[src/common/ppd_pkg.sv]
// Purpose: shared constants and types of the power-down and protection block
// Assumes: 32-bit register words at byte addresses, 100 MHz MCLK
// Notes:   register offsets and bit positions used by regs and bench alike
package ppd_pkg;
  localparam int unsigned AW = 8;
  localparam int unsigned NMC = 16;

  localparam logic [7:0] OFS_CTRL = 8'h00;
  localparam logic [7:0] OFS_SLEW = 8'h04;
  localparam logic [7:0] OFS_RPWR = 8'h08;
  localparam logic [7:0] OFS_POL  = 8'h0C;
  localparam logic [7:0] OFS_OEN  = 8'h10;
  localparam logic [7:0] OFS_STAT = 8'h14;
  localparam logic [7:0] OFS_SIG  = 8'h18;
  localparam logic [7:0] OFS_ID   = 8'h1C;

  localparam int unsigned CTL_PD_EN    = 0;
  localparam int unsigned CTL_KEEP     = 1;
  localparam int unsigned CTL_JTAG_OFF = 2;
  localparam int unsigned CTL_FUSE     = 3;
  localparam int unsigned CTL_PSTART   = 4;
  localparam int unsigned CTL_PDONE    = 5;
  localparam int unsigned CTL_PABORT   = 6;

  localparam int unsigned ST_W    = 8;
  localparam int unsigned ST_FUSE = 6;

  localparam logic [15:0] SIG_RST = 16'h0000;
  // arbitrary value, names no real part
  localparam logic [31:0] DEV_ID  = 32'h0000_5A01;

  localparam int unsigned CLK_MHZ       = 100;
  localparam int unsigned STBY_IDLE_NS  = 160;
  localparam int unsigned STBY_IDLE_CYC = STBY_IDLE_NS * CLK_MHZ / 1000;

  typedef enum logic [1:0] {MODE_RUN, MODE_PDOWN, MODE_PROG, MODE_LOCK} ppd_mode_t;
endpackage

[src/common/ppd_cfg_if.sv]
// Purpose: configuration and status carried between register file and core
// Assumes: both ends on MCLK
// Notes:   prog_* are one-cycle pulses
interface ppd_cfg_if #(parameter int unsigned N = 16);
  logic                     pd_en;
  logic                     keep_en;
  logic                     jtag_off;
  logic                     fuse;
  logic [N-1:0]             slew;
  logic [N-1:0]             rpwr;
  logic [N-1:0]             pol;
  logic [N-1:0]             oen;
  logic                     prog_start;
  logic                     prog_done;
  logic                     prog_abort;
  logic [ppd_pkg::ST_W-1:0] status;
  modport regs (output pd_en, keep_en, jtag_off, fuse, slew, rpwr, pol, oen,
                output prog_start, prog_done, prog_abort, input status);
  modport core (input pd_en, keep_en, jtag_off, fuse, slew, rpwr, pol, oen,
                input prog_start, prog_done, prog_abort, output status);
endinterface

[src/rtl/ppd_top.sv]
// Purpose: power-down, standby, keeper and programming protection control
// Assumes: core logic next values arrive on CORE_D in the MCLK domain;
//          pins and power-down inputs are asynchronous and synchronised here
// Notes on behaviour
// - power-down option set and either power-down pin high enters power-down; the code enters it from run only, never from programming or lock.
// - in power-down all macrocell state and enabled outputs hold their value.
// - pin transitions are ignored until the power-down pin returns low.
// - with power-down enabled, power-down pins are not logic inputs.
// - standby is entered after idle time and left on any activity.
// - reset clears all registers low; outputs then follow the polarity.
// - with the fuse set, pattern readback is blocked; signature and id stay.
// - interrupted programming locks the part and floats every output.
// - keeper holds the last driven level of a released pin, also programming.
// - each output has slew control, slow by default, fast when set.
// - JTAG port may be disabled to free its pins for logic.
// - reduced-power bit per macrocell adds a fixed delay to its path.
//
// Our own choices: the placing of the registers and the strobed register port.
module ppd_top #(
  parameter int unsigned N = ppd_pkg::NMC
) (
  input  wire logic                   MCLK,
  input  wire logic                   RST,
  input  wire logic [ppd_pkg::AW-1:0] ADDR,
  input  wire logic [31:0]            WDATA,
  input  wire logic                   WR,
  input  wire logic                   RD,
  output logic      [31:0]            RDATA,
  input  wire logic                   POWER_DOWN_PIN_A,
  input  wire logic                   POWER_DOWN_PIN_B,
  input  wire logic [N-1:0]           CORE_D,
  input  wire logic [N-1:0]           IO_IN,
  input  wire logic [N-1:0]           IO_FLOAT,
  output logic      [N-1:0]           IO_OUT,
  output logic      [N-1:0]           IO_OE,
  output logic      [N-1:0]           IO_SEEN,
  output logic      [N-1:0]           SLEW_FAST,
  output logic      [1:0]             PD_PIN_LOGIC,
  output logic                        JTAG_OFF,
  output logic                        POWERED_DOWN,
  output logic                        STANDBY,
  output logic                        LOCKED
);
  localparam int unsigned CW = $clog2(ppd_pkg::STBY_IDLE_CYC + 1);

  typedef struct packed {
    ppd_pkg::ppd_mode_t mode;
    logic [1:0]         pd_s1;
    logic [1:0]         pd_s2;
    logic [N-1:0]       in_s1;
    logic [N-1:0]       in_s2;
    logic [N-1:0]       fl_s1;
    logic [N-1:0]       fl_s2;
    logic [N-1:0]       kept;
    logic [N-1:0]       seen;
    logic [N-1:0]       mc_q;
    logic [N-1:0]       mc_d1;
    logic [N-1:0]       io_out;
    logic [N-1:0]       io_oe;
    logic [N-1:0]       slew;
    logic [1:0]         pd_logic;
    logic               jtag_off;
    logic               pdn;
    logic               stby;
    logic               lock;
    logic [CW-1:0]      idle;
  } ppd_core_t;

  ppd_core_t s;
  ppd_core_t next_s;
  logic      pd_req;
  logic      frozen;
  logic      act;

  ppd_cfg_if #(.N(N)) cfg ();

  ppd_regs #(.N(N)) u_regs (
    .clk   (MCLK),
    .rst   (RST),
    .addr  (ADDR),
    .wdata (WDATA),
    .wr    (WR),
    .rd    (RD),
    .rdata (RDATA),
    .cfg   (cfg)
  );

  always_comb begin
    next_s = s;
    // two-stage synchronisers; stage one feeds stage two only
    next_s.pd_s1 = {POWER_DOWN_PIN_B, POWER_DOWN_PIN_A};
    next_s.pd_s2 = s.pd_s1;
    next_s.in_s1 = IO_IN;
    next_s.in_s2 = s.in_s1;
    next_s.fl_s1 = IO_FLOAT;
    next_s.fl_s2 = s.fl_s1;

    pd_req = cfg.pd_en && (s.pd_s2 != 2'b00);

    case (s.mode)
      ppd_pkg::MODE_RUN: begin
        // programming request outranks power-down
        if (cfg.prog_start) begin
          next_s.mode = ppd_pkg::MODE_PROG;
        end else if (pd_req) begin
          next_s.mode = ppd_pkg::MODE_PDOWN;
        end
      end
      ppd_pkg::MODE_PDOWN: begin
        // both power-down pins low, or the power-down option cleared, ends the freeze
        if (!pd_req) begin
          next_s.mode = ppd_pkg::MODE_RUN;
        end
      end
      ppd_pkg::MODE_PROG: begin
        if (cfg.prog_abort) begin
          next_s.mode = ppd_pkg::MODE_LOCK;
        end else if (cfg.prog_done) begin
          next_s.mode = ppd_pkg::MODE_RUN;
        end
      end
      ppd_pkg::MODE_LOCK: begin
        // only a fresh programming session leaves the lock
        if (cfg.prog_start) begin
          next_s.mode = ppd_pkg::MODE_PROG;
        end
      end
      default: next_s.mode = ppd_pkg::MODE_RUN;
    endcase

    // freeze takes effect on the same edge as the entry decision
    frozen = (next_s.mode == ppd_pkg::MODE_PDOWN);

    if (!frozen) begin
      for (int i = 0; i < N; i++) begin
        if (!s.fl_s2[i]) begin
          next_s.kept[i] = s.in_s2[i];
          next_s.seen[i] = s.in_s2[i];
        end else begin
          // keeper works in programming too; no keeper means a weak low
          next_s.seen[i] = cfg.keep_en ? s.kept[i] : 1'b0;
        end
      end
      next_s.mc_q  = CORE_D;
      next_s.mc_d1 = s.mc_q;
      // reduced-power cells take the one-cycle-late copy
      next_s.io_out = ((cfg.rpwr & s.mc_d1) | (~cfg.rpwr & s.mc_q)) ^ cfg.pol;
      next_s.io_oe  = (next_s.mode == ppd_pkg::MODE_RUN) ? cfg.oen : '0;
    end

    next_s.pdn  = frozen;
    next_s.lock = (next_s.mode == ppd_pkg::MODE_LOCK);

    // activity watch; a frozen part sees none and drops into standby
    act = (next_s.seen != s.seen) || (next_s.mc_q != s.mc_q);
    if (act) begin
      next_s.idle = '0;
      next_s.stby = 1'b0;
    end else if (s.idle != CW'(ppd_pkg::STBY_IDLE_CYC)) begin
      next_s.idle = s.idle + 1'b1;
    end else begin
      next_s.stby = 1'b1;
    end

    next_s.pd_logic = cfg.pd_en ? 2'b00 : s.pd_s2;
    next_s.slew     = cfg.slew;
    next_s.jtag_off = cfg.jtag_off;
  end

  always_ff @(posedge MCLK) begin
    if (RST) begin
      s <= '0;
    end else begin
      s <= next_s;
    end
  end

  assign IO_OUT       = s.io_out;
  assign IO_OE        = s.io_oe;
  assign IO_SEEN      = s.seen;
  assign SLEW_FAST    = s.slew;
  assign PD_PIN_LOGIC = s.pd_logic;
  assign JTAG_OFF     = s.jtag_off;
  assign POWERED_DOWN = s.pdn;
  assign STANDBY      = s.stby;
  assign LOCKED       = s.lock;

  assign cfg.status = {2'b00, s.pd_logic, s.lock, s.mode == ppd_pkg::MODE_PROG,
                       s.stby, s.pdn};
endmodule

[src/rtl/ppd_regs.sv]
// Purpose: register file on the plain strobe port
// Assumes: strobes one cycle, never together; read data valid next cycle only
// Notes:   fuse hides slew, rpwr, pol and oen readback; control, signature and id stay open
module ppd_regs #(
  parameter int unsigned N = 16
) (
  input  wire logic                   clk,
  input  wire logic                   rst,
  input  wire logic [ppd_pkg::AW-1:0] addr,
  input  wire logic [31:0]            wdata,
  input  wire logic                   wr,
  input  wire logic                   rd,
  output logic      [31:0]            rdata,
  ppd_cfg_if.regs                     cfg
);
  typedef struct packed {
    logic        pd_en;
    logic        keep_en;
    logic        jtag_off;
    logic        fuse;
    logic [N-1:0] slew;
    logic [N-1:0] rpwr;
    logic [N-1:0] pol;
    logic [N-1:0] oen;
    logic [15:0] sig;
    logic        ps;
    logic        pd;
    logic        pa;
    logic [31:0] rdata;
  } ppd_regs_t;

  ppd_regs_t s;
  ppd_regs_t next_s;

  always_comb begin
    next_s = s;
    next_s.ps = 1'b0;
    next_s.pd = 1'b0;
    next_s.pa = 1'b0;
    next_s.rdata = 32'h0000_0000;
    if (wr) begin
      case (addr)
        ppd_pkg::OFS_CTRL: begin
          next_s.pd_en    = wdata[ppd_pkg::CTL_PD_EN];
          next_s.keep_en  = wdata[ppd_pkg::CTL_KEEP];
          next_s.jtag_off = wdata[ppd_pkg::CTL_JTAG_OFF];
          // fuse only ever sets; clearing needs a full reset
          next_s.fuse     = s.fuse | wdata[ppd_pkg::CTL_FUSE];
          next_s.ps       = wdata[ppd_pkg::CTL_PSTART];
          next_s.pd       = wdata[ppd_pkg::CTL_PDONE];
          next_s.pa       = wdata[ppd_pkg::CTL_PABORT];
        end
        ppd_pkg::OFS_SLEW: next_s.slew = wdata[N-1:0];
        ppd_pkg::OFS_RPWR: next_s.rpwr = wdata[N-1:0];
        ppd_pkg::OFS_POL:  next_s.pol  = wdata[N-1:0];
        ppd_pkg::OFS_OEN:  next_s.oen  = wdata[N-1:0];
        ppd_pkg::OFS_SIG:  next_s.sig  = wdata[15:0];
        default: ;
      endcase
    end
    if (rd) begin
      case (addr)
        ppd_pkg::OFS_CTRL: next_s.rdata = 32'({s.fuse, s.jtag_off, s.keep_en, s.pd_en});
        ppd_pkg::OFS_SLEW: next_s.rdata = s.fuse ? 32'h0 : 32'(s.slew);
        ppd_pkg::OFS_RPWR: next_s.rdata = s.fuse ? 32'h0 : 32'(s.rpwr);
        ppd_pkg::OFS_POL:  next_s.rdata = s.fuse ? 32'h0 : 32'(s.pol);
        ppd_pkg::OFS_OEN:  next_s.rdata = s.fuse ? 32'h0 : 32'(s.oen);
        ppd_pkg::OFS_STAT: next_s.rdata = 32'(cfg.status | (8'h01 << ppd_pkg::ST_FUSE) & {8{s.fuse}});
        ppd_pkg::OFS_SIG:  next_s.rdata = 32'(s.sig);
        ppd_pkg::OFS_ID:   next_s.rdata = ppd_pkg::DEV_ID;
        default:           next_s.rdata = 32'h0000_0000;
      endcase
    end
  end

  always_ff @(posedge clk) begin
    if (rst) begin
      s     <= '0;
      s.sig <= ppd_pkg::SIG_RST;
    end else begin
      s <= next_s;
    end
  end

  assign rdata          = s.rdata;
  assign cfg.pd_en      = s.pd_en;
  assign cfg.keep_en    = s.keep_en;
  assign cfg.jtag_off   = s.jtag_off;
  assign cfg.fuse       = s.fuse;
  assign cfg.slew       = s.slew;
  assign cfg.rpwr       = s.rpwr;
  assign cfg.pol        = s.pol;
  assign cfg.oen        = s.oen;
  assign cfg.prog_start = s.ps;
  assign cfg.prog_done  = s.pd;
  assign cfg.prog_abort = s.pa;
endmodule

[config.mk]
export PLATFORM = sky130hd
export DESIGN_NAME = ppd_top
export DESIGN_NICKNAME = d
export VERILOG_FILES = /design/src/common/ppd_pkg.sv /design/src/common/ppd_cfg_if.sv /design/src/rtl/ppd_top.sv /design/src/rtl/ppd_regs.sv
export SDC_FILE = /design/constraint.sdc
export NUM_CORES = 1
export LEC_CHECK = 0
export BUFFER_PORTS_ARGS = -buffer_cell sky130_fd_sc_hd__buf_2
export CAP_MARGIN = 20
export CORE_AREA = 5 5 175 177
export DETAILED_ROUTE_END_ITERATION = 8
export DIE_AREA = 0 0 180 182
export PLACE_DENSITY = 0.73
export SKIP_LAST_GASP = 1
export SLEW_MARGIN = 15
export SYNTH_ARGS = -nofsm -noshare
export SYNTH_HDL_FRONTEND = slang
export SYNTH_HIERARCHICAL = 1
export SYNTH_SLANG_ARGS = --single-unit
[constraint.sdc]
create_clock -name MCLK -period 4.3 [get_ports MCLK]
set_clock_uncertainty 0.1 [all_clocks]
set_input_delay 0.43 -clock MCLK [delete_from_list [all_inputs] [get_ports MCLK]]
set_output_delay 0.43 -clock MCLK [all_outputs]
set_load 0.05 [all_outputs]
Word level (Yosys, flattened, before mapping)
Cells that the tools add are included.

operators by class
  $add $sub $neg = 1
  eq/ne operators = 15
  multiplexer cells = 46
  bitwise gates (word level) = 27
  reduce and logical (&&, ||, !) cells = 32

operators with widths
  cell                                                             number
  32-bit case mux with 8 select lines                              1
  16-bit two-way mux                                               5
  80-bit two-way mux                                               1
  2-bit AND reduction                                              22
  16-bit AND                                                       2
  8-bit by 5-bit == test with 1-bit output, second input constant  4
  1-bit two-way mux                                                32
  16-bit inequality test                                           2
  1-bit inverter                                                   20
  8-bit by 4-bit == test with 1-bit output, second input constant  2
  16-bit inverter                                                  1
  16-bit OR                                                        1
  16-bit XOR                                                       1
  2-bit two-way mux                                                6
  8-bit by 3-bit == test with 1-bit output, second input constant  1
  8-bit zero test                                                  1
  2-bit case mux with 4 select lines                               1
  6-bit by 7-bit OR with 7-bit output                              1
  2-bit == test, second input constant                             3
  2-bit OR reduction                                               3
  5-bit by 1-bit adder with 5-bit output, second input constant    1
  5-bit inequality test, second input constant                     1
  2-bit by 1-bit == test with 1-bit output, second input constant  2
  2-bit zero test                                                  2
  other kinds (5)                                                  5

word-level totals
  bits in registers = 312
  bits of input ports = 94
  output and inout bits = 102
  word-level logic and storage cells = 169

Depth between registers and ports, before layout
Gate-level depths: netlist of run 1.

  word-level depth = 11
  gate-level depth with buffers = 8
  gate-level depth less buffers = 6

By module
The synthesis of run 1 kept the hierarchy.

by module, submodules not included
  module    times used  cells each  area each (um^2)
  ppd_top   1           787         7542.2
  ppd_regs  1           582         4954.8

Worst setup path after synthesis of run 1
No wires, ideal clock.

  path type = input to register
  start point = input port ADDR[4] (netlist bit)
  end point = register u_regs.s (netlist bit u_regs/cfg.pol[10])
  setup time = 0.128 ns
  arrival = 1.685 ns
  path slack = 2.388 ns
  cell stages on the path = 7
  cells stage by stage = buf_6 > nor4_4 > and4_1 > buf_6 > buf_8 > mux2i_1 > nor2_1

on the way
  cells in the longest elaborated chain, start to end = 2

ends and longest elaborated chain
  item                                      RTL line        text
  start, declared                           ppd_top.sv:24   input wire logic [ppd_pkg::AW-1:0] ADDR,
  8-bit by 4-bit == test with 1-bit output  ppd_regs.sv:42  case (addr)
  2-bit AND reduction (no source line)      --
  end signal, assigned                      ppd_regs.sv:81  s <= next_s;
  end, declared                             ppd_regs.sv:32  ppd_regs_t s;

No other way between the ends.
A chain may end at the register's enable or synchronous reset.

Worst setup path after layout of run 1
  start point = register s[191] (netlist bit)
  end point = register s[3] (netlist bit)

on the way
  cells in the longest elaborated chain, start to end = 8
  elaborated cells between the ends (all ways) = 17

ends and longest elaborated chain
  item                                          RTL line                        text
  start, declared                               ppd_top.sv:69                   ppd_core_t s;
  start signal, assigned                        ppd_top.sv:174                  s <= next_s;
  2-bit two-way mux (on tied branches)          ppd_top.sv:118, ppd_top.sv:105
  2-bit two-way mux (on tied branches)          ppd_top.sv:116, ppd_top.sv:103
  2-bit case mux with 4 select lines (*)        ppd_top.sv:100                  case (s.mode)
  2-bit by 1-bit == test with 1-bit output (*)  ppd_top.sv:132                  frozen = (next_s.mode == ppd_pkg::MODE_PDOWN);
  80-bit two-way mux (*)                        ppd_top.sv:134                  if (!frozen) begin
  16-bit inequality test                        ppd_top.sv:155                  act = (next_s.seen != s.seen) || (next_s.mc_q != s.mc_q);
  1-bit logical OR (*)                          ppd_top.sv:155
  2-bit OR reduction (no source line) (*)       --

Every way passes the cells marked *; elsewhere a longest branch is shown, timed or not.

==> summary.md, run 1 <==
| Metric | Value |
|---|---|
| Reg-to-Reg End | s[3] |
| Hold depth | 2 |
| Post-synth EDFFs | 0 |
| Cell row count | 63 |
| Total CTS buffers | 29 |
| Ys Warns | 6 |
| Worst R2R Start | s[191] |
| Status | completed |
| Largest net degree at the start of global routing | 103 |
| Critical Path AT | 2.82 ns |
| Max Cap Viol | 0 |
| WL/cell | 16.8 um |
| Sequential power share | 48.3% |
| Unrepaired setup endpoints after global routing | no |
| Detailed Place HPWL | 21000 um |
| Worst setup EP type | register |
| Initial antenna violation count | 1 |
| Top-area cell type share of the netlist area | 47.4% |
| Hold endpoint | next_s[138] |
| Die X | 180 um |
| Post-CTS resize count | 0 |
| Setup tns final | 0 ns |
| Total number of vias | 9192 |
| Startpoint type of the worst setup path | register |
| Hold Fails Final Rpt | 0 |
| Clk Latency, worst-skew pair | 0.55 ns |
| Most common library cells after synthesis | 296 x dfxtp_1, 192 x nand2_1, 167 x buf_4, 112 x a21oi_1, 100 x nor2b_1 |
| Total track usage | 17.4% |
| Pleak | 0.00545 uW |
| Starting Density | 43.0% |
| Avg Vias per Cell | 5.10 |
| Setup slack after layout | 1.85 ns |
| Final min period | 2.45 ns |
| Cell Int Power | 4550 uW |
| Final WL | 30200 um |
| Die height | 182 um |
| Post-synthesis cell area | 12500 um^2 |
| Comb pwr share | 6.2% |
| TritonCTS clock tree | done |
| First-pass GRT wire length | 46600 um |
| Hold Path Class | in2reg |
| Clock slew at reported path FFs | 0.06 ns |
| DP Worst Slack | 1.47 ns |
| Port bufs | 163 |
| Synth unique cells | 62 |
| Synth Register Bits | 296 |
| Measured slew at the worst slew-check pin | 1.09 ns |
| Largest Register | s |
| Initial DRC Count | 671 |
| Root Driver | clkbuf_16 |
| Layout cells sized above 1 | 17.2% |
| Ys async rst share | 0% |
| Layout net count | 1485 |
| DIE AREA | 32800 um^2 |
| H-tree Lvls | 1 |
| Register-to-Register Path Depth | 7 |
| Final core utilization | 47.3% |
| Vias in the first global route | 8686 |
| Synth Instances | 1369 |
| Mean area per synthesized cell | 9.13 um^2 |
| Post-route ant nets | 0 |
| Most frequent cell after synthesis | dfxtp_1 |
| Fmax | 0.409 GHz |
| Peak supply drop | 0.293 mV |
| Final setup fails | 0 |
| Hold Startpoint | IO_FLOAT[15] |
| DRC viols | 0 |
| CORE AREA | 29100 um^2 |
| Critical setup path kind | reg2reg |
| Clock Sinks | 296 |
| CP Data Required Time | 4.67 ns |
| Max FFs per register | 89 |
| Psw | 1340 uW |
| Register area share after synthesis | 47.4% |
| Sw Share | 22.7% |
| Top FF cell, synth | dfxtp_1 |
| Cell taking the most area after synthesis | dfxtp_1 |
| Drt pass-1 iters | 6 |
| I/O pin cnt | 196 |
| Area delta synth->final | 10.2% |
| Final period util | 56.9% |
| Max FO, Critical Path | 18 |
| PwrDens | 427 nW/um^2 |
| Worst-case register-to-register setup slack | 1.85 ns |
| RD Place Congestion | 0.844 |
| Synth top area cells | dfxtp_1 47%, buf_4 10%, nand2_1 5.8% |
| Clock Power Share | 45.5% |
| GR Overflow Total | 0 |
| Slew HR | 27.6% |
| Max Slew Vio Count | 0 |
| Clock buffer depth | 3 |
worst max-delay path: stages, from the launching register on:
cell and delay [ns]:
dfxtp_1 0.35, nand2b_1 0.21, o2111ai_4 0.15, a21oi_1 0.20
nor2b_2 0.72, buf_4 0.38, a31oi_2 0.12, nor2_1 0.13
timing repair:
| item | in CTS | in global routing |
|---|---|---|
| buffers inserted | 0 | 0 |
| endpoints found under the hold margin | 32 | 0 |
| hold buffers | 32 | 0 |
how the worst max path moves through the flow:
stage,start,end,slack (ns),cells after the start
final,s[191],s[3],1.85,7
after global placement,ADDR[3],u_regs/cfg.slew[0],1.51,5
after detailed placement,ADDR[3],u_regs/cfg.slew[3],1.47,5
after global routing,s[191],s[0],1.62,7
after floorplan,ADDR[4],u_regs/cfg.pol[10],2.39,7
after CTS,s[191],s[3],1.85,7
power groups by stage:
stage | combinational (uW) | sequential [uW] | clock, uW
finish | 367 | 2840 | 2680
global route | 397 | 2850 | 2840
floorplan | 262 | 2890 | 0
global placement | 337 | 2900 | 0
CTS | 365 | 2840 | 2720
detailed placement | 342 | 2900 | 0
metrics by stage:
step | power (uW) | cells | area [um^2] | hold WS, ns
floorplan | 3150 | 1385 | 12600 | 0.314
global placement | 3240 | 1714 | 12400 | 0.321
detailed placement | 3240 | 1714 | 12400 | 0.321
CTS | 5920 | 1799 | 13800 | 0.00207
global route | 6090 | 1802 | 13800 | 0.0184
finish | 5880 | 1802 | 13800 | 0.0169
per-layer routing:
layer / wire (um) / share of wire, % / vias to the layer above / GRT usage (%)
met1: 12700 / 42 / 4370 / 21.6
met2: 14800 / 49 / 282 / 30.4
met5: 0 / 0 / - / 0
li1: - / - / 4492 / -
met4: 745 / 2.5 / 0 / 4.82
met3: 1940 / 6.4 / 48 / 3.89
cell usage in the layout (no fill, tap or decap), types with 9 or more instances in the layout:
cell type,n
a21oi_1,112
a22o_1,39
a22oi_1,11
a311oi_1,9
buf_2,162
buf_4,10
clkbuf_16,29
conb_1,18
dfxtp_1,296
dlygate4sd3_1,32
inv_1,10
mux2i_1,67
nand2_1,192
nand2b_1,9
nand3_1,30
nor2_1,98
nor2b_1,99
o21ai_0,24
xnor2_1,31
area by class of cell:
type,count,area [um^2]
Fill cell,2697,15300
Sequential cell,296,5930
Multi-Input combinational cell,847,5060
Timing Repair Buffer,205,1220
Clock buffer,38,840
Tap cell,390,488
Clock inverter,15,194
Inverter,10,37.5
Antenna cell,1,2.50
cell families after synthesis:
family / Yosys count / synth area share, %
flip-flops: 296 / 47.4
AO/OA/AOI/OAI: 251 / 13.4
buffers and inverters: 242 / 12.7
other: 2 / 0.0601
AND/OR/NAND/NOR: 469 / 18.0
adder cells (fa/ha/maj): 2 / 0.200
multiplexers: 68 / 5.46
XOR/XNOR: 39 / 2.73
Power figures use the tool's default switching activity.
==> run 2: changes to the inputs <==
--- a/config.mk
+++ b/config.mk
@@ -10,7 +10,7 @@
 export CORE_AREA = 5 5 175 177
 export DETAILED_ROUTE_END_ITERATION = 8
 export DIE_AREA = 0 0 180 182
-export PLACE_DENSITY = 0.73
+export PLACE_DENSITY = 0.75
 export SKIP_LAST_GASP = 1
 export SLEW_MARGIN = 15
 export SYNTH_ARGS = -nofsm -noshare
==> constraint.sdc (replaced) <==
create_clock -name MCLK -period 2 [get_ports MCLK]
set_clock_uncertainty 0.1 [all_clocks]
set_input_delay 0.2 -clock MCLK [delete_from_list [all_inputs] [get_ports MCLK]]
set_output_delay 0.2 -clock MCLK [all_outputs]
set_load 0.05 [all_outputs]
==> summary.md, run 2 (synthesized netlist as in run 1, its figures left out) <==
| Metric | Value |
|---|---|
| Status | completed |
| Vias in the first global route | 9093 (+4.7%) |
| Layout net count | 1554 (+4.6%) |
| WL/cell | 16.7 um (-0.52%) |
| Final period util | 94.9% (+38 points) |
| Drt pass-1 iters | 6 (unchanged) |
| Initial antenna violation count | 1 (unchanged) |
| Fmax | 0.527 GHz (+29%) |
| Layout cells sized above 1 | 18.8% (+1.5 points) |
| DRC viols | 0 (unchanged) |
| Measured slew at the worst slew-check pin | 0.778 ns (-0.308 ns) |
| Slowest CP cell | dfxtp_2 |
| Die height | 182 um (unchanged) |
| Total CTS buffers | 30 (+3.4%) |
| Setup slack after layout | 0.102 ns (-1.75 ns) |
| Critical setup path kind | reg2reg |
| Inserted Diodes | 0 (-1) |
| DIE AREA | 32800 um^2 (unchanged) |
| Area delta synth->final | 16.2% |
| Largest Register | s |
| Total number of vias | 9442 (+2.7%) |
| Cell row count | 63 (unchanged) |
| Clk Latency, worst-skew pair | 0.54 ns (about the same) |
| Reg-to-Reg End | s[0] |
| Post-CTS Setup Inserts | 0 (unchanged) |
| Die X | 180 um (unchanged) |
| Hold Fails Final Rpt | 0 (unchanged) |
| Crit path max-delay family | simple AND/OR/NAND/NOR gates |
| Register-to-Register Path Depth | 7 (unchanged) |
| Avg Vias per Cell | 5.05 (-1.1%) |
| Detailed Place HPWL | 21700 um (+3.5%) |
| Root Driver | clkbuf_16 |
| GR Overflow Total | 0 (unchanged) |
| Clock slew at reported path FFs | 0.06 ns (about the same) |
| Final WL | 31200 um (+3.3%) |
| Clock Sinks | 296 (unchanged) |
| Commonest non-fill, non-tap cell in the layout | dfxtp_1 |
| Hold endpoint | u_regs/cfg.prog_abort |
| Final core utilization | 49.9% (+2.6 points) |
| Worst R2R Start | u_regs/cfg.keep_en |
| CP Depth | 7 (unchanged) |
| CORE AREA | 29100 um^2 (unchanged) |
| H-tree Lvls | 1 (unchanged) |
| Final setup fails | 0 (unchanged) |
| Max Cap Viol | 0 (unchanged) |
| Slew HR | 48.1% (+21 points) |
| Max FO, Critical Path | 10 (-8) |
| RD Place Congestion | 0.886 (+5.0%) |
| Post-route ant nets | 0 (unchanged) |
| CP Data Required Time | 2.38 ns (-2.29 ns) |
| Port bufs | 163 (unchanged) |
| Max FFs per register | 89 (unchanged) |
| Hold Path Class | in2reg |
| Pleak | 0.00582 uW (+6.8%) |
| Startpoint type of the worst setup path | register |
| Most frequent cells in the layout | 295 x dfxtp_1, 192 x nand2_1, 162 x buf_2 |
| Total track usage | 18.2% (+0.84 points) |
| Cells along the critical path | buf_4, and4b_1, a21oi_2, nand4_1, nor4b_2, a31oi_2, nor2_1 |
| Starting Density | 43.0% (unchanged) |
| Hold depth | 5 (+3) |
| TritonCTS clock tree | done |
| Final min period | 1.90 ns (-0.550 ns) |
| CP peak stage delay | 0.37 ns (-0.35 ns) |
| First-pass GRT wire length | 48900 um (+4.9%) |
| Worst hold margin | 0.0663 ns (+0.0494 ns) |
| Worst-case register-to-register setup slack | 0.10 ns (-1.75 ns) |
| Critical Path AT | 2.28 ns (-0.54 ns) |
| Clock buffer depth | 3 (unchanged) |
| PwrDens | 895 nW/um^2 (+110%) |
| CP Buf/Inv Count | 1 (unchanged) |
| Worst setup EP type | register |
| Max Slew Vio Count | 0 (unchanged) |
| Initial DRC Count | 870 (+30%) |
| Largest net degree at the start of global routing | 127 (+23%) |
| Unrepaired setup endpoints after global routing | yes |
| DP Worst Slack | -0.0147 ns (-1.49 ns) |
| Peak supply drop | 0.662 mV (+130%) |
| I/O pin cnt | 196 (unchanged) |
| Hold Startpoint | ADDR[4] |
==> run 2: changes by cell type in the layout (fill, tap and decap cells not counted), moves of 4 or more <==
cell | previous run | this run
clkinvlp_4 | 6 | 2
buf_12 | 0 | 6
buf_4 | 10 | 35
clkbuf_1 | 1 | 6
dlygate4sd3_1 | 32 | 67
clkbuf_8 | 8 | 2
==> run 2: metal layers <==
layer  share of wire, %  GRT usage (%)  vias to the layer above
met4                3.3           6.13                        0
met1                 42           22.8                     4428
met5                  0              0                        -
met2                 49           31.6                      317
li1                   -              -                     4627
met3                6.1           3.63                       70
==> run 2: metrics by stage <==
step / instance area (um^2) / setup TNS [ns] / power, uW / instances
3_5_place_dp: 12700 / -0.0914 / 7010 / 1749
3_3_place_gp: 12700 / 0 / 6990 / 1749
6_report: 14500 / 0 / 13000 / 1871
4_1_cts: 14500 / 0 / 13100 / 1871
2_1_floorplan: 12600 / 0 / 6780 / 1385
5_1_grt: 14500 / 0 / 13500 / 1871
==> run 2: worst max path at each step <==
stage	slack, ns	start	end
after floorplan	0.25	s[0]	s[1]
after global placement	0.03	u_regs/cfg.keep_en	s[1]
after detailed placement	-0.01	s[191]	s[88]
after CTS	0.002	u_regs/cfg.keep_en	s[0]
after global routing	0.004	u_regs/cfg.keep_en	s[4]
final	0.10	u_regs/cfg.keep_en	s[0]
==> run 2: timing repair <==
action / in CTS / in global routing
hold buffers: 67 / 0
endpoints found under the hold margin: 139 / 0
endpoints found under the setup margin: 33 / 39
pin swaps: 1 / 3
resized for setup: 3 / 7
==> run 2: where the power goes <==
part / switching, uW / internal [uW] / total (uW) / leakage, uW
sequential: 82.1 / 6020 / 6110 / 0.00241
combinational: 530 / 354 / 884 / 0.00289
clock: 2320 / 3690 / 6020 / 0.000522
total: 2930 / 10100 / 13000 / 0.00582
==> run 2: layout make-up <==
type / instances / area (um^2)
Clock buffer: 39 / 826
Clock inverter: 16 / 249
Fill cell: 2644 / 14600
Inverter: 10 / 37.5
Multi-Input combinational cell: 847 / 5100
Sequential cell: 296 / 5930
Tap cell: 390 / 488
Timing Repair Buffer: 273 / 1900
==> run 2: tightest hold or removal path, delay by kind of cell <==
kind | cells | cell delay (ns)
simple gates | 4 | 0.34
buf+inv | 1 | 0.11
==> run 3: changes to the inputs <==
--- a/config.mk
+++ b/config.mk
@@ -10,7 +10,7 @@
 export CORE_AREA = 5 5 175 177
 export DETAILED_ROUTE_END_ITERATION = 8
 export DIE_AREA = 0 0 180 182
-export PLACE_DENSITY = 0.75
+export PLACE_DENSITY = 0.73
 export SKIP_LAST_GASP = 1
 export SLEW_MARGIN = 15
 export SYNTH_ARGS = -nofsm -noshare
==> constraint.sdc (replaced) <==
create_clock -name MCLK -period 1.8 [get_ports MCLK]
set_clock_uncertainty 0.1 [all_clocks]
set_input_delay 0.18 -clock MCLK [delete_from_list [all_inputs] [get_ports MCLK]]
set_output_delay 0.18 -clock MCLK [all_outputs]
set_load 0.05 [all_outputs]
==> summary.md, run 3 (synthesized netlist as in run 1, its figures left out) <==
| Metric | Value |
|---|---|
| DRC viols | 0 (unchanged) |
| Register-to-Register Path Depth | 7 (unchanged) |
| Slowest CP cell | dfxtp_4 |
| Clock Sinks | 296 (unchanged) |
| PwrDens | 970 nW/um^2 (+8.4%) |
| Worst hold margin | 0.124 ns (+0.0575 ns) |
| DIE AREA | 32800 um^2 (unchanged) |
| Max FO, Critical Path | 7 (-3) |
| Total CTS buffers | 30 (unchanged) |
| Largest net degree at the start of global routing | 131 (+3.1%) |
| Failing checks | setup timing |
| Cells along the critical path | buf_8, and4b_1, a21oi_2, nand4_1, nor4b_2, a31oi_2, nor2_1 |
| Hold Path Class | in2reg |
| Starting Density | 43.0% (unchanged) |
| Setup tns final | -0.0865 ns (-0.0865 ns) |
| Setup slack after layout | -0.0300 ns (-0.132 ns) |
| Avg Vias per Cell | 5.07 (+0.38%) |
| Final period util | 102% (+6.8 points) |
| Unrepaired setup endpoints after global routing | yes |
| Final min period | 1.83 ns (-0.0679 ns) |
| CP peak stage delay | 0.37 ns (about the same) |
| Root Driver | clkbuf_16 |
| Peak supply drop | 0.896 mV (+35%) |
| Die X | 180 um (unchanged) |
| Area of the multi-input gates | 5130 um^2 (+0.61%) |
| Most frequent cells in the layout | 294 x dfxtp_1, 192 x nand2_1, 162 x buf_2 |
| Detailed Place HPWL | 22100 um (+1.8%) |
| Initial antenna violation count | 0 (-1) |
| Port bufs | 163 (unchanged) |
| Vias in the first global route | 9332 (+2.6%) |
| TritonCTS clock tree | done |
| RD Place Congestion | 0.895 (+1.0%) |
| Drt pass-1 iters | 7 (+1) |
| Register area | 5930 um^2 (about the same) |
| Hold Fails Final Rpt | 0 (unchanged) |
| Worst setup EP type | register |
| Max Slew Vio Count | 0 (unchanged) |
| CP Data Required Time | 2.18 ns (-0.20 ns) |
| Final WL | 32100 um (+2.8%) |
| Measured slew at the worst slew-check pin | 0.716 ns (-0.0622 ns) |
| Final Power | 14500 uW (+11%) |
| Total track usage | 18.4% (+0.19 points) |
| Clk Latency, worst-skew pair | 0.55 ns (about the same) |
| Clock buffer depth | 3 (unchanged) |
| Largest Register | s |
| Post-route ant nets | 0 (unchanged) |
| Cell row count | 63 (unchanged) |
| Max FFs per register | 89 (unchanged) |
| H-tree Lvls | 1 (unchanged) |
| Critical setup path kind | reg2reg |
| Startpoint type of the worst setup path | register |
| Final setup fails | 6 (+6) |
| Status | finished, violations left |
| Critical Path AT | 2.21 ns (-0.07 ns) |
| Inserted Diodes | 0 (unchanged) |
| First-pass GRT wire length | 49800 um (+1.9%) |
| CP Depth | 7 (unchanged) |
| Crit path max-delay family | simple AND/OR/NAND/NOR gates |
| Layout net count | 1586 (+2.1%) |
| I/O pin cnt | 196 (unchanged) |
| WL/cell | 16.9 um (+1.1%) |
| Hold depth | 5 (unchanged) |
| Die height | 182 um (unchanged) |
| CORE AREA | 29100 um^2 (unchanged) |
| Total number of vias | 9640 (+2.1%) |
| GR Overflow Total | 0 (unchanged) |
| Slew HR | 52.3% (+4.1 points) |
| Fillers | 2595 (-1.9%) |
| Pleak | 0.00602 uW (+3.4%) |
| Clock slew at reported path FFs | 0.06 ns (about the same) |
| CP Buf/Inv Count | 1 (unchanged) |
| Commonest non-fill, non-tap cell in the layout | dfxtp_1 |
| Layout cells sized above 1 | 21.3% (+2.6 points) |
| Fmax | 0.546 GHz (+3.7%) |
| Initial DRC Count | 794 (-8.7%) |
| Area delta synth->final | 19.3% |
| Max Cap Viol | 0 (unchanged) |
[run 3: changes by cell type in the layout (fill, tap and decap cells not counted), moves of 3 or more]
cell / before / now
buf_12: 6 / 10
clkbuf_8: 2 / 5
buf_8: 0 / 3
buf_4: 35 / 60
clkbuf_1: 6 / 2
[run 3: worst reg2reg max path, stage by stage (launching register included)]
cell,delay (ns)
dfxtp_4,0.37
buf_8,0.14
and4b_1,0.19
a21oi_2,0.18
nand4_1,0.18
nor4b_2,0.27
a31oi_2,0.19
nor2_1,0.14
[run 3: layout make-up]
cell class,instances,area share [%]
flip-flops and latches,296,39.8
multi-input cells,847,34.4
repair buffers,305,15.0
clock buffers,38,5.72
well taps,390,3.27
clock inverters,17,1.53
inverters,10,0.252
[run 3: metrics by stage]
stage / worst slack, ns / instances / util, % / instance area, um^2
finish: -0.0300 / 1903 / 51.2 / 14900
global route: -0.137 / 1903 / 51.2 / 14900
CTS: -0.0387 / 1898 / 50.7 / 14700
detailed placement: -0.242 / 1773 / 44.4 / 12900
global placement: -0.154 / 1773 / 44.4 / 12900
floorplan: 0.0474 / 1385 / - / 12600
[run 3: where the power goes]
part / internal, uW / leakage [uW] / switching (uW)
Sequential: 6690 / 0.00241 / 82.3
Combinational: 422 / 0.00309 / 607
Clock: 4060 / 0.000524 / 2600
Total: 11200 / 0.00602 / 3280
[run 3: final timing paths]
| kind | endpoint | slack, ns | start |
|---|---|---|---|
| max | s[3] | -0.03 | u_regs/cfg.keep_en |
| min | u_regs/cfg.prog_done | 0.12 | ADDR[3] |
| max reg2reg | s[3] | -0.03 | u_regs/cfg.keep_en |
| min reg2reg | s[128] | 0.33 | next_s[128] |
[run 3: routing by layer]
| metal | part of all wire, % | global-route usage [%] | routed length [um] | vias to the layer above |
|---|---|---|---|---|
| met1 | 41 | 22.8 | 13000 | 4505 |
| met5 | 0 | 0 | 0 | - |
| met4 | 3.8 | 6.37 | 1210 | 0 |
| met2 | 49 | 31.9 | 15600 | 370 |
| li1 | - | - | - | 4692 |
| met3 | 7.1 | 3.85 | 2270 | 73 |
[run 3: what timing repair did]
action | in CTS | in global routing
hold buffers | 67 | 0
pin swaps | 11 | 7
gates cloned | 0 | 2
endpoints found under the hold margin | 139 | 0
gates resized for setup | 11 | 17
endpoints found under the setup margin | 44 | 81
setup buffers | 3 | 3
